[src/design/ots_pkg.sv]
/*
 * constants, register map and selection codes for the output terminal status selector.
 * assumes a 100 MHz system clock and an APB master with 32-bit data.
 */
// Contract
// - code 13 asserts terminal while output frequency within reference plus/minus width.
// - code 13 compares magnitudes, so it works in both rotation directions.
// - code 14 needs frequency inside level window and inside reference window.
// - codes 14, 15, 16 use signed level, detecting only in its direction.
// - code 15 drops above level plus width, stays off until back at level.
// - code 16 asserts above level, stays on until level minus width.
// - code 18 asserts on torque above level, or below it beyond detect time.
// - code 1A asserts while running reverse, off when forward or stopped.
// - code 1B is low during baseblock, high otherwise.
// - code 1E asserts while auto restart is attempting a restart.
// - code 1F asserts when thermal accumulator reaches 90 percent of level.
// - code 20 asserts when heatsink temperature reaches alarm level.
// - code 21 asserts when both safe inputs open and safety circuits healthy.
// - code F leaves the terminal unused and undriven by any function.
// - codes 100 to 158 output inverse of function named by last digits.
package ots_pkg;
	// ----------------------------------------------------------------
	// widths
	// ----------------------------------------------------------------
	localparam int FREQ_W     = 16;
	localparam int TORQUE_W   = 16;
	localparam int THERM_W    = 16;
	localparam int TEMP_W     = 12;
	localparam int SEL_W      = 12;
	localparam int ADDR_W     = 8;
	localparam int DATA_W     = 32;
	localparam int TQ_CNT_W   = 16;
	localparam int TICK_CNT_W = 24;
	localparam int INT_W      = 2;
	localparam int ST_W       = 5;

	// ----------------------------------------------------------------
	// selection codes
	// ----------------------------------------------------------------
	localparam logic [SEL_W-1:0] SEL_UNUSED     = 12'h00F;
	localparam logic [SEL_W-1:0] SEL_SPEED_AGR  = 12'h013;
	localparam logic [SEL_W-1:0] SEL_USER_AGR   = 12'h014;
	localparam logic [SEL_W-1:0] SEL_FREQ_DET3  = 12'h015;
	localparam logic [SEL_W-1:0] SEL_FREQ_DET4  = 12'h016;
	localparam logic [SEL_W-1:0] SEL_TORQUE2    = 12'h018;
	localparam logic [SEL_W-1:0] SEL_REVERSE    = 12'h01A;
	localparam logic [SEL_W-1:0] SEL_BB_NC      = 12'h01B;
	localparam logic [SEL_W-1:0] SEL_RESTART    = 12'h01E;
	localparam logic [SEL_W-1:0] SEL_MOTOR_OL   = 12'h01F;
	localparam logic [SEL_W-1:0] SEL_HEATSINK   = 12'h020;
	localparam logic [SEL_W-1:0] SEL_SAFE_OFF   = 12'h021;
	localparam logic [SEL_W-1:0] SEL_INV_FIRST  = 12'h100;
	localparam logic [SEL_W-1:0] SEL_INV_LAST   = 12'h158;

	// ----------------------------------------------------------------
	// overload ratio: accum * den >= level * num
	// ----------------------------------------------------------------
	localparam logic [3:0] OL_PCT_NUM = 4'h9;
	localparam logic [3:0] OL_PCT_DEN = 4'hA;

	// ----------------------------------------------------------------
	// timing: torque detect time counts in 1 ms ticks
	// ----------------------------------------------------------------
	localparam int CLK_PERIOD_NS = 10;
	localparam int TQ_TICK_NS    = 1000000;
	localparam int TQ_TICK_CYC   = TQ_TICK_NS / CLK_PERIOD_NS;

	// ----------------------------------------------------------------
	// register byte offsets
	// ----------------------------------------------------------------
	localparam logic [ADDR_W-1:0] OFF_SEL      = 8'h00;
	localparam logic [ADDR_W-1:0] OFF_LEVEL    = 8'h04;
	localparam logic [ADDR_W-1:0] OFF_WIDTH    = 8'h08;
	localparam logic [ADDR_W-1:0] OFF_TQ_LEVEL = 8'h0C;
	localparam logic [ADDR_W-1:0] OFF_TQ_TIME  = 8'h10;
	localparam logic [ADDR_W-1:0] OFF_HS_LEVEL = 8'h14;
	localparam logic [ADDR_W-1:0] OFF_OL_LEVEL = 8'h18;
	localparam logic [ADDR_W-1:0] OFF_STATE    = 8'h1C;
	localparam logic [ADDR_W-1:0] OFF_INT_STS  = 8'h20;
	localparam logic [ADDR_W-1:0] OFF_INT_MASK = 8'h24;

	// ----------------------------------------------------------------
	// field positions and reset values
	// ----------------------------------------------------------------
	localparam int INT_RISE_BIT = 0;
	localparam int INT_FALL_BIT = 1;
	localparam int ST_TERM_BIT  = 0;
	localparam int ST_TRIP_BIT  = 1;
	localparam int ST_ACT_BIT   = 2;
	localparam int ST_SAFE_A    = 3;
	localparam int ST_SAFE_B    = 4;
	localparam logic [SEL_W-1:0]    RST_SEL   = SEL_UNUSED;
	localparam logic [FREQ_W-1:0]   RST_FREQ  = 16'h0000;
	localparam logic [TORQUE_W-1:0] RST_TQ    = 16'h0000;
	localparam logic [TQ_CNT_W-1:0] RST_TQ_T  = 16'h0000;
	localparam logic [TEMP_W-1:0]   RST_TEMP  = 12'hFFF;
	localparam logic [THERM_W-1:0]  RST_OL    = 16'hFFFF;
	localparam logic [INT_W-1:0]    RST_INT   = 2'h0;
endpackage

[src/design/ots_sync.sv]
/*
 * three-stage synchroniser for pin inputs with agreement filter.
 * assumes an active-low asynchronous reset already synchronised to clk.
 */
`timescale 1ns/1ps
module ots_sync #(
	parameter int W = 1
) (
	input  wire logic         clk,     // system clock
	input  wire logic         rst_n,   // synchronised reset, active low
	input  wire logic [W-1:0] pin_in,  // raw pin levels
	output logic      [W-1:0] level_q  // filtered level
);
	logic [W-1:0] s1_q;
	logic [W-1:0] s2_q;
	logic [W-1:0] s3_q;
	logic [W-1:0] level_d;

	// a bit changes only once stages two and three agree
	always_comb begin
		for (int i = 0; i < W; i++) begin
			level_d[i] = (s2_q[i] == s3_q[i]) ? s3_q[i] : level_q[i];
		end
	end

	// shift chain and filtered level
	always_ff @(posedge clk or negedge rst_n) begin
		if (!rst_n) begin
			s1_q    <= '0;
			s2_q    <= '0;
			s3_q    <= '0;
			level_q <= '0;
		end else begin
			s1_q    <= pin_in;
			s2_q    <= s1_q;
			s3_q    <= s2_q;
			level_q <= level_d;
		end
	end
endmodule

[src/design/ots_window.sv]
/*
 * unsigned window compare: value lies in center plus/minus width.
 * assumes magnitudes, no sign; one extra bit keeps the sums exact.
 */
`timescale 1ns/1ps
module ots_window #(
	parameter int W = 16
) (
	input  wire logic [W-1:0] value,   // magnitude under test
	input  wire logic [W-1:0] center,  // window centre
	input  wire logic [W-1:0] width,   // half width
	output logic              in_win   // value inside window
);
	logic [W:0] lo_sum;
	logic [W:0] hi_sum;

	// compare with both bounds, no wrap
	assign lo_sum = {1'b0, value} + {1'b0, width};
	assign hi_sum = {1'b0, center} + {1'b0, width};
	assign in_win = (lo_sum >= {1'b0, center}) && ({1'b0, value} <= hi_sum);
endmodule

[src/design/ots_top.sv]
/*
 * output terminal status selector: one digital output terminal whose meaning is picked
 * by a selection code, with APB register access and a level interrupt.
 * assumes drive quantities arrive on clk already; the safe inputs come from pins.
 */
`timescale 1ns/1ps
module ots_top #(
	parameter int TQ_TICK_CYCLES = ots_pkg::TQ_TICK_CYC
) (
	input  wire logic                                clk,                          // 100 MHz clock
	input  wire logic                                rst_n,                        // async reset, active low
	input  wire logic                                psel,                         // apb select
	input  wire logic                                penable,                      // apb enable
	input  wire logic                                pwrite,                       // apb write
	input  wire logic [ots_pkg::ADDR_W-1:0]          paddr,                        // apb byte address
	input  wire logic [ots_pkg::DATA_W-1:0]          pwdata,                       // apb write data
	output logic      [ots_pkg::DATA_W-1:0]          prdata,                       // apb read data
	output logic                                     pready,                       // apb ready
	output logic                                     pslverr,                      // apb error
	input  wire logic signed [ots_pkg::FREQ_W-1:0]   out_freq,                     // output frequency
	input  wire logic signed [ots_pkg::FREQ_W-1:0]   freq_ref,                     // frequency reference
	input  wire logic [ots_pkg::TORQUE_W-1:0]        torque,                       // current or torque
	input  wire logic                                motor_reverse,                // running reverse
	input  wire logic                                baseblock,                    // switching halted
	input  wire logic                                auto_restart_active,          // restart attempt
	input  wire logic [ots_pkg::THERM_W-1:0]         thermal_accum,                // motor thermal value
	input  wire logic [ots_pkg::TEMP_W-1:0]          heatsink_temp,                // heatsink temperature
	input  wire logic                                safety_ok,                    // safety circuit good
	input  wire logic                                diag_ok,                      // diagnosis circuit good
	input  wire logic                                safe_disable_input_a,         // pin, high when closed
	input  wire logic                                safe_disable_input_b,         // pin, high when closed
	output logic                                     multi_function_digital_output, // terminal state
	output logic                                     irq                           // level interrupt
);
	localparam int FW = ots_pkg::FREQ_W;
	localparam int TW = ots_pkg::TICK_CNT_W;
	localparam int PW = ots_pkg::THERM_W + 4;

	// ----------------------------------------------------------------
	// reset release
	// ----------------------------------------------------------------
	logic rst_s1_q;
	logic rst_sync_n;

	// two-stage release, async assert
	always_ff @(posedge clk or negedge rst_n) begin
		if (!rst_n) begin
			rst_s1_q   <= 1'b0;
			rst_sync_n <= 1'b0;
		end else begin
			rst_s1_q   <= 1'b1;
			rst_sync_n <= rst_s1_q;
		end
	end

	// ----------------------------------------------------------------
	// pin inputs and magnitudes
	// ----------------------------------------------------------------
	logic [1:0]    safe_lvl;
	logic [FW-1:0] f_mag;
	logic [FW-1:0] r_mag;
	logic [FW-1:0] l_mag;

	ots_sync #(.W(2)) u_safe_sync (
		.clk     (clk),
		.rst_n   (rst_sync_n),
		.pin_in  ({safe_disable_input_b, safe_disable_input_a}),
		.level_q (safe_lvl)
	);

	function automatic logic [FW-1:0] mag(input logic signed [FW-1:0] v);
		mag = v[FW-1] ? FW'(-v) : FW'(v);
	endfunction

	// ----------------------------------------------------------------
	// registers and apb slave
	// ----------------------------------------------------------------
	logic [ots_pkg::SEL_W-1:0]    sel_q, sel_d, sel_prev_q;
	logic signed [FW-1:0]         lvl_q, lvl_d;
	logic [FW-1:0]                wid_q, wid_d;
	logic [ots_pkg::TORQUE_W-1:0] tql_q, tql_d;
	logic [ots_pkg::TQ_CNT_W-1:0] tqt_q, tqt_d;
	logic [ots_pkg::TEMP_W-1:0]   hsl_q, hsl_d;
	logic [ots_pkg::THERM_W-1:0]  oll_q, oll_d;
	logic [ots_pkg::INT_W-1:0]    sts_q, sts_d, msk_q, msk_d;
	logic [ots_pkg::DATA_W-1:0]   rdata, prdata_d;
	logic [ots_pkg::ST_W-1:0]     state_vec;
	logic                         pready_d, pslverr_d, irq_d, wr_en, mapped;
	logic [ots_pkg::INT_W-1:0]    events;

	assign wr_en = psel && penable && pwrite && pready;

	// read mux and address decode
	always_comb begin
		rdata  = '0;
		mapped = 1'b1;
		unique case (paddr)
			ots_pkg::OFF_SEL:      rdata = 32'(sel_q);
			ots_pkg::OFF_LEVEL:    rdata = 32'(unsigned'(lvl_q));
			ots_pkg::OFF_WIDTH:    rdata = 32'(wid_q);
			ots_pkg::OFF_TQ_LEVEL: rdata = 32'(tql_q);
			ots_pkg::OFF_TQ_TIME:  rdata = 32'(tqt_q);
			ots_pkg::OFF_HS_LEVEL: rdata = 32'(hsl_q);
			ots_pkg::OFF_OL_LEVEL: rdata = 32'(oll_q);
			ots_pkg::OFF_STATE:    rdata = 32'(state_vec);
			ots_pkg::OFF_INT_STS:  rdata = 32'(sts_q);
			ots_pkg::OFF_INT_MASK: rdata = 32'(msk_q);
			default:               mapped = 1'b0;
		endcase
	end

	// next register values; one wait state per access
	always_comb begin
		sel_d     = sel_q;
		lvl_d     = lvl_q;
		wid_d     = wid_q;
		tql_d     = tql_q;
		tqt_d     = tqt_q;
		hsl_d     = hsl_q;
		oll_d     = oll_q;
		msk_d     = msk_q;
		sts_d     = sts_q;
		pready_d  = psel && penable && !pready;
		pslverr_d = pready_d && !mapped;
		prdata_d  = pready_d ? rdata : prdata;
		if (wr_en && mapped) begin
			unique case (paddr)
				ots_pkg::OFF_SEL:      sel_d = pwdata[ots_pkg::SEL_W-1:0];
				ots_pkg::OFF_LEVEL:    lvl_d = signed'(pwdata[FW-1:0]);
				ots_pkg::OFF_WIDTH:    wid_d = pwdata[FW-1:0];
				ots_pkg::OFF_TQ_LEVEL: tql_d = pwdata[ots_pkg::TORQUE_W-1:0];
				ots_pkg::OFF_TQ_TIME:  tqt_d = pwdata[ots_pkg::TQ_CNT_W-1:0];
				ots_pkg::OFF_HS_LEVEL: hsl_d = pwdata[ots_pkg::TEMP_W-1:0];
				ots_pkg::OFF_OL_LEVEL: oll_d = pwdata[ots_pkg::THERM_W-1:0];
				ots_pkg::OFF_INT_STS:  sts_d = sts_q & ~pwdata[ots_pkg::INT_W-1:0];
				ots_pkg::OFF_INT_MASK: msk_d = pwdata[ots_pkg::INT_W-1:0];
				default:               sel_d = sel_q;
			endcase
		end
		sts_d = sts_d | events;  // set wins over clear
		irq_d = |(sts_q & msk_q);
	end

	always_ff @(posedge clk or negedge rst_sync_n) begin
		if (!rst_sync_n) begin
			sel_q      <= ots_pkg::RST_SEL;
			sel_prev_q <= ots_pkg::RST_SEL;
			lvl_q      <= signed'(ots_pkg::RST_FREQ);
			wid_q      <= ots_pkg::RST_FREQ;
			tql_q      <= ots_pkg::RST_TQ;
			tqt_q      <= ots_pkg::RST_TQ_T;
			hsl_q      <= ots_pkg::RST_TEMP;
			oll_q      <= ots_pkg::RST_OL;
			sts_q      <= ots_pkg::RST_INT;
			msk_q      <= ots_pkg::RST_INT;
			pready     <= 1'b0;
			pslverr    <= 1'b0;
			prdata     <= '0;
			irq        <= 1'b0;
		end else begin
			sel_q      <= sel_d;
			sel_prev_q <= sel_q;
			lvl_q      <= lvl_d;
			wid_q      <= wid_d;
			tql_q      <= tql_d;
			tqt_q      <= tqt_d;
			hsl_q      <= hsl_d;
			oll_q      <= oll_d;
			sts_q      <= sts_d;
			msk_q      <= msk_d;
			pready     <= pready_d;
			pslverr    <= pslverr_d;
			prdata     <= prdata_d;
			irq        <= irq_d;
		end
	end

	// ----------------------------------------------------------------
	// frequency detection
	// ----------------------------------------------------------------
	logic ref_win, lvl_win, dir_ok, sel_chg;
	logic trip_q, trip_d, act_q, act_d;
	logic [FW:0] lvl_hi;
	logic [FW-1:0] lvl_lo;

	assign f_mag   = mag(out_freq);
	assign r_mag   = mag(freq_ref);
	assign l_mag   = mag(lvl_q);
	assign sel_chg = (sel_q != sel_prev_q);
	assign dir_ok  = (out_freq != '0) && (out_freq[FW-1] == lvl_q[FW-1]);
	assign lvl_hi  = {1'b0, l_mag} + {1'b0, wid_q};
	assign lvl_lo  = (l_mag > wid_q) ? (l_mag - wid_q) : '0;

	ots_window #(.W(FW)) u_ref_win (
		.value  (f_mag),
		.center (r_mag),
		.width  (wid_q),
		.in_win (ref_win)
	);

	ots_window #(.W(FW)) u_lvl_win (
		.value  (f_mag),
		.center (l_mag),
		.width  (wid_q),
		.in_win (lvl_win)
	);

	// hysteresis for the two threshold detectors
	always_comb begin
		trip_d = trip_q;
		act_d  = act_q;
		if (!dir_ok || f_mag <= l_mag) begin
			trip_d = 1'b0;
		end else if ({1'b0, f_mag} > lvl_hi) begin
			trip_d = 1'b1;
		end
		if (!dir_ok || f_mag <= lvl_lo) begin
			act_d = 1'b0;
		end else if (f_mag > l_mag) begin
			act_d = 1'b1;
		end
		if (sel_chg) begin
			trip_d = 1'b0;
			act_d  = 1'b0;
		end
	end

	always_ff @(posedge clk or negedge rst_sync_n) begin
		if (!rst_sync_n) begin
			trip_q <= 1'b0;
			act_q  <= 1'b0;
		end else begin
			trip_q <= trip_d;
			act_q  <= act_d;
		end
	end

	// ----------------------------------------------------------------
	// torque detection with millisecond tick
	// ----------------------------------------------------------------
	logic [TW-1:0]                tick_q, tick_d;
	logic [ots_pkg::TQ_CNT_W-1:0] ucnt_q, ucnt_d;
	logic                         tick_en, tq_over, tq_under, tq_det;

	assign tick_en  = (tick_q == TW'(TQ_TICK_CYCLES - 1));
	assign tq_over  = torque > tql_q;
	assign tq_under = torque < tql_q;
	assign tq_det   = tq_over || (tq_under && ucnt_q > tqt_q);

	// count ticks spent below level, saturating
	always_comb begin
		tick_d = tick_en ? '0 : tick_q + TW'(1);
		ucnt_d = ucnt_q;
		if (!tq_under) begin
			ucnt_d = '0;
		end else if (tick_en && ucnt_q != '1) begin
			ucnt_d = ucnt_q + ots_pkg::TQ_CNT_W'(1);
		end
	end

	always_ff @(posedge clk or negedge rst_sync_n) begin
		if (!rst_sync_n) begin
			tick_q <= '0;
			ucnt_q <= '0;
		end else begin
			tick_q <= tick_d;
			ucnt_q <= ucnt_d;
		end
	end

	// ----------------------------------------------------------------
	// function select and terminal
	// ----------------------------------------------------------------
	logic [PW-1:0]              th_scaled, ol_scaled;
	logic [ots_pkg::SEL_W-1:0]  base;
	logic                       inv, func, term_d, safe_off;

	assign th_scaled = PW'(thermal_accum) * PW'(ots_pkg::OL_PCT_DEN);
	assign ol_scaled = PW'(oll_q) * PW'(ots_pkg::OL_PCT_NUM);
	assign safe_off  = !safe_lvl[0] && !safe_lvl[1] && safety_ok && diag_ok;
	assign inv       = (sel_q >= ots_pkg::SEL_INV_FIRST) && (sel_q <= ots_pkg::SEL_INV_LAST);
	assign base      = inv ? (sel_q - ots_pkg::SEL_INV_FIRST) : sel_q;
	assign state_vec = {safe_lvl[1], safe_lvl[0], act_q, trip_q, multi_function_digital_output};
	assign events    = {!term_d && multi_function_digital_output, term_d && !multi_function_digital_output};

	// pick the selected condition
	always_comb begin
		unique case (base)
			ots_pkg::SEL_SPEED_AGR: func = ref_win;
			ots_pkg::SEL_USER_AGR:  func = dir_ok && lvl_win && ref_win;
			ots_pkg::SEL_FREQ_DET3: func = !trip_q;
			ots_pkg::SEL_FREQ_DET4: func = act_q;
			ots_pkg::SEL_TORQUE2:   func = tq_det;
			ots_pkg::SEL_REVERSE:   func = motor_reverse;
			ots_pkg::SEL_BB_NC:     func = !baseblock;
			ots_pkg::SEL_RESTART:   func = auto_restart_active;
			ots_pkg::SEL_MOTOR_OL:  func = th_scaled >= ol_scaled;
			ots_pkg::SEL_HEATSINK:  func = heatsink_temp >= hsl_q;
			ots_pkg::SEL_SAFE_OFF:  func = safe_off;
			default:                func = 1'b0;
		endcase
		term_d = inv ? !func : func;
		if (sel_q > ots_pkg::SEL_INV_LAST) begin
			term_d = 1'b0;
		end
	end

	always_ff @(posedge clk or negedge rst_sync_n) begin
		if (!rst_sync_n) begin
			multi_function_digital_output <= 1'b0;
		end else begin
			multi_function_digital_output <= term_d;
		end
	end

	// ----------------------------------------------------------------
	// assertions
	// ----------------------------------------------------------------
	property p_reverse;
		@(posedge clk) disable iff (!rst_sync_n)
		(sel_q == ots_pkg::SEL_REVERSE) |=> (multi_function_digital_output == $past(motor_reverse));
	endproperty
	a_reverse: assert property (p_reverse) else $error("reverse code mismatch");

	property p_baseblock;
		@(posedge clk) disable iff (!rst_sync_n)
		(sel_q == ots_pkg::SEL_BB_NC) && baseblock |=> !multi_function_digital_output;
	endproperty
	a_baseblock: assert property (p_baseblock) else $error("terminal high in baseblock");

	property p_unused;
		@(posedge clk) disable iff (!rst_sync_n)
		(sel_q == ots_pkg::SEL_UNUSED) [*2] |=> !multi_function_digital_output;
	endproperty
	a_unused: assert property (p_unused) else $error("unused terminal driven");

	property p_inverse;
		@(posedge clk) disable iff (!rst_sync_n)
		(sel_q == (ots_pkg::SEL_INV_FIRST | ots_pkg::SEL_REVERSE)) && motor_reverse
			|=> !multi_function_digital_output;
	endproperty
	a_inverse: assert property (p_inverse) else $error("inverse reverse not low");

	property p_restart;
		@(posedge clk) disable iff (!rst_sync_n)
		(sel_q == ots_pkg::SEL_RESTART) && auto_restart_active |=> multi_function_digital_output;
	endproperty
	a_restart: assert property (p_restart) else $error("restart not shown");

	property p_speed_out;
		@(posedge clk) disable iff (!rst_sync_n)
		(sel_q == ots_pkg::SEL_SPEED_AGR) && ({1'b0, f_mag} > ({1'b0, r_mag} + {1'b0, wid_q}))
			|=> !multi_function_digital_output;
	endproperty
	a_speed_out: assert property (p_speed_out) else $error("speed agree outside window");

	property p_hyst_clear;
		@(posedge clk) disable iff (!rst_sync_n)
		$changed(sel_q) |=> (!trip_q && !act_q);
	endproperty
	a_hyst_clear: assert property (p_hyst_clear) else $error("hysteresis not cleared");

	property p_safe;
		@(posedge clk) disable iff (!rst_sync_n)
		(sel_q == ots_pkg::SEL_SAFE_OFF) && (!safety_ok || !diag_ok || safe_lvl[0] || safe_lvl[1])
			|=> !multi_function_digital_output;
	endproperty
	a_safe: assert property (p_safe) else $error("safe off shown without cause");

	property p_heat;
		@(posedge clk) disable iff (!rst_sync_n)
		(sel_q == ots_pkg::SEL_HEATSINK) && (heatsink_temp >= hsl_q) |=> multi_function_digital_output;
	endproperty
	a_heat: assert property (p_heat) else $error("heatsink alarm missing");
endmodule

[config.mk]
export PLATFORM = sky130hd
export DESIGN_NAME = ots_top
export DESIGN_NICKNAME = d
export VERILOG_FILES = /design/src/design/ots_pkg.sv /design/src/design/ots_sync.sv /design/src/design/ots_window.sv /design/src/design/ots_top.sv
export SDC_FILE = /design/constraint.sdc
export NUM_CORES = 1
export LEC_CHECK = 0
export BUFFER_PORTS_ARGS = -buffer_cell sky130_fd_sc_hd__clkbuf_2
export CAP_MARGIN = 5
export CORE_AREA = 8 8 265 139
export CTS_CLUSTER_DIAMETER = 40
export DETAILED_ROUTE_END_ITERATION = 10
export DIE_AREA = 0 0 273 147
export PLACE_DENSITY_LB_ADDON = 0.2
export SLEW_MARGIN = 20
export SYNTH_ARGS = -nofsm -noshare
export SYNTH_HDL_FRONTEND = slang
export SYNTH_HIERARCHICAL = 1
export SYNTH_SLANG_ARGS = --single-unit
[constraint.sdc]
create_clock -name clk -period 17.6 [get_ports clk]
set_input_delay 0 -clock clk [delete_from_list [all_inputs] [get_ports clk]]
set_output_delay 0 -clock clk [all_outputs]
set_load 0.02 [all_outputs]
==> metrics.csv <==
metric;value;unit
outcome;finished clean;
Post-CTS Setup Inserts;0;
clock latency on the worst-skew pair;460;ps
WL/cell;23.69;um
share of layout cells above drive strength 1;13.21;%
Clock transition at path regs;90;ps
final hold vios;0;
Sw Ratio;36.21;%
RSZ-0062 raised after global routing;no;
yosys warns;6;
Mapped Cells;2263;
Iter 0 DRT Violations;3016;
Final Skew;15.17;ps
CTS buffer count;17;
die area;0.04013;mm2
IO buf count;131;
FILL cells;2784;
placed cells;2812;
async set-reset flop share out of synthesis;100.0;%
dpl hpwl;54.69;mm
GPL Wtd Cong;1.005;
internal power;0.7995;mW
GR Util All Layers;32.43;%
Initial Util;58.49;%
Least-Margin Pin Slew;1142;ps
1st-pass router iterations;6;
Mean Syn Cell Area;8.662;um2
Cell Chain, Critical Path;inv_1, ha_1, nand2b_1, xnor2_1, ha_1, nor2b_1, o21ai_0, a21boi_0, o31a_1, o21ai_0, o21ai_0, o21a_1, nand2_1, ha_1, a21o_1, a21o_1, a21oi_1, o21ai_0, a21o_1, a21oi_1, a21oi_1;
cell area after synthesis;0.01960;mm2
cell mode on critical path;o21ai_0;
DRC viols;0;
CTS HTree Levels;4;
global-route wire length before repair;101.7;mm
switching power;0.4539;mW
EDFF count, synth;0;
sequential power share;35.9;%
LEAKAGE;10.24;nW
largest net degree at the start of global routing;78;
crit end category;flip-flop;
max frequency;150.3;MHz
sequential cell area;0.004853;mm2
PostCTS Resize Cnt;0;
remaining antenna violation count;0;
final worst path period share;37.81;%
CP peak stage delay;700;ps
relative slew slack;23.17;%
initial antenna violation count;2;
maximum clock path buffer count;2;
vias in the first global route;17080;
Overflow after GRT;0;
post-synthesis sequential area ratio;24.74;%
synth-to-layout area growth;10.23;%
final WL;67.89;mm
worst path arrival time;6950;ps
max-cap violations;0;
Tot Pwr;1.253;mW
Max FO, Critical Path;16;
Clock power frac;33.2;%
clk sink count;192;
Peak VDD IR;43.79;uV
PwrDens;58.01;mW/mm2
Final Worst Setup Slack;10950;ps
hold_buf cts;20;
Final Max Tran Viols;0;
root buffer cell;clkbuf_16;
Startpoint Class;flip-flop;
nets;2869;
Multi-input gate area;0.01378;mm2
num ports;164;
WP data required;17900;ps
Core ar.;0.03351;mm2
routed vias/inst;6.539;
Layout Cells excl Fill;2865;
CTS tree;yes;
post-synth cell types;90;
ys flop type;dfrtp_1;
Fin Setup TNS;0;ps
fin crit period;6654;ps
Rows;48;
vias;18740;
Synth Register Bits;192;
slowest CP cell;o21ai_0;
combinational power share;30.9;%
Setup violations, final;0;
crit path kind;reg -> reg;
worst min path class;in -> reg;
Vert. Die Dim;147;um
Die Wd;273;um
Place WS;11290;ps
==> worst max-delay path: cells and delay by family (launching register included) <==
kind,cells,cell delay (ps)
compound gates,13,3700
xor+xnor,1,550
fa+ha+maj,3,980
simple gates,3,520
buf+inv,1,150
flops,1,610
==> registers in the layout, indices dropped and copies added, names as in the netlist, 2 cells and up <==
register,flops
oll_q,16
wid_q,16
hsl_q,12
sts_q,2
prdata,16
msk_q,2
u_safe_sync/s1_q,2
lvl_q,16
u_safe_sync/s2_q,2
sel_prev_q,12
tqt_q,16
tql_q,16
sel_q,12
ucnt_q,16
u_safe_sync/level_q,2
tick_q,24
u_safe_sync/s3_q,2
==> Yosys cell counts (18+ instances only) <==
cell | number | area, um2
nor4_1 | 24 | 150.1
inv_1 | 189 | 709.4
xor2_1 | 50 | 437.9
and2_1 | 18 | 112.6
a21o_1 | 60 | 450.4
nand4_1 | 46 | 287.8
o21ai_0 | 134 | 670.6
mux2_2 | 45 | 506.7
dfrtp_1 | 156 | 3904
a31oi_1 | 24 | 150.1
nand2b_1 | 26 | 162.7
nor2_1 | 126 | 473.0
dfstp_2 | 36 | 945.9
ha_1 | 332 | 4154
nor3_1 | 46 | 230.2
and3_1 | 22 | 137.6
nand3_1 | 57 | 285.3
clkbuf_1 | 48 | 180.2
o21a_1 | 23 | 172.7
xnor2_1 | 128 | 1121
o211ai_1 | 19 | 142.6
a21oi_1 | 139 | 695.7
nor2b_1 | 29 | 181.4
nand2_1 | 185 | 694.4
a22oi_1 | 26 | 195.2
==> per-layer routing <==
layer	vias to the layer above	global-route usage [%]	wire length, um
met5	-	0	0
met4	0	4.459	825
met3	76	14.23	11180
met2	1186	39.77	24380
met1	8990	50.97	31500
li1	8483	-	-
==> through the flow <==
stage | cell area, um2 | utilization [%] | hold slack [ps]
floorplan | 19660 | - | -295.6
global placement | 20740 | 61.88 | -211.1
detailed placement | 20740 | 61.90 | -208.8
CTS | 21590 | 64.42 | 32.42
global route | 21600 | 64.47 | 95.79
finish | 21610 | 64.48 | 27.96
==> cells by family (layout without fill, tap and decap cells) <==
| family | count (synthesis) | count (layout) | synth area share (%) |
|---|---|---|---|
| AO/OA/AOI/OAI | 587 | 587 | 20.06 |
| XOR/XNOR | 178 | 178 | 7.954 |
| adder cells (fa/ha/maj) | 342 | 342 | 22.12 |
| buffers and inverters | 263 | 399 | 5.521 |
| flip-flops | 192 | 192 | 24.74 |
| multiplexers | 52 | 52 | 2.943 |
| other | 2 | 18 | 0.03831 |
| AND/OR/NAND/NOR | 647 | 647 | 16.62 |
==> power groups by stage <==
stage / sequential (mW) / combinational [mW] / clock, mW
6_report: 0.450 / 0.388 / 0.416
4_1_cts: 0.450 / 0.372 / 0.418
5_1_grt: 0.450 / 0.419 / 0.437
2_1_floorplan: 0.462 / 0.248 / 0
3_3_place_gp: 0.458 / 0.349 / 0
3_5_place_dp: 0.458 / 0.365 / 0
==> worst paths after layout <==
| check | start | end | slack (ps) | cells after the start |
|---|---|---|---|---|
| hold reg to reg | u_safe_sync/s1_q[0]$_DFF_PN0_ | u_safe_sync/s2_q[0]$_DFF_PN0_ | 370 | 0 |
| setup reg to reg | lvl_q[0]$_DFFE_PN0P_ | act_q$_DFFE_PN0P_ | 10950 | 21 |
| hold / removal | paddr[6] | pslverr$_DFF_PN0_ | 30 | 4 |
| min in group asynchronous | rst_sync_n$_DFF_PN0_ | wid_q[11]$_DFFE_PN0P_ | 390 | 0 |
| max in group asynchronous | rst_sync_n$_DFF_PN0_ | tql_q[0]$_DFFE_PN0P_ | 15040 | 2 |
| setup / recovery | lvl_q[0]$_DFFE_PN0P_ | act_q$_DFFE_PN0P_ | 10950 | 21 |
==> area by class of cell <==
cell class	instances	area share, %
multi-input combinational	1823	63.76
sequential	192	22.46
timing repair buffer	178	4.899
inverter	189	3.283
tap	450	2.606
clock buffer	17	1.969
clock inverter	15	1.008
antenna	1	0.01158
==> cell usage in the layout (no fill, tap or decap), types with 27 or more instances in the layout <==
master,synthesis,final
ha_1,332,332
inv_1,189,189
nand2_1,185,185
dfrtp_1,156,155
a21oi_1,139,139
o21ai_0,134,134
clkbuf_2,0,131
xnor2_1,128,128
nor2_1,126,126
a21o_1,60,60
nand3_1,57,57
xor2_1,50,50
nand4_1,46,46
mux2_2,45,45
nor3_1,46,44
dfstp_2,36,36
buf_4,17,27
No activity file was read; power rests on OpenSTA's default activity.
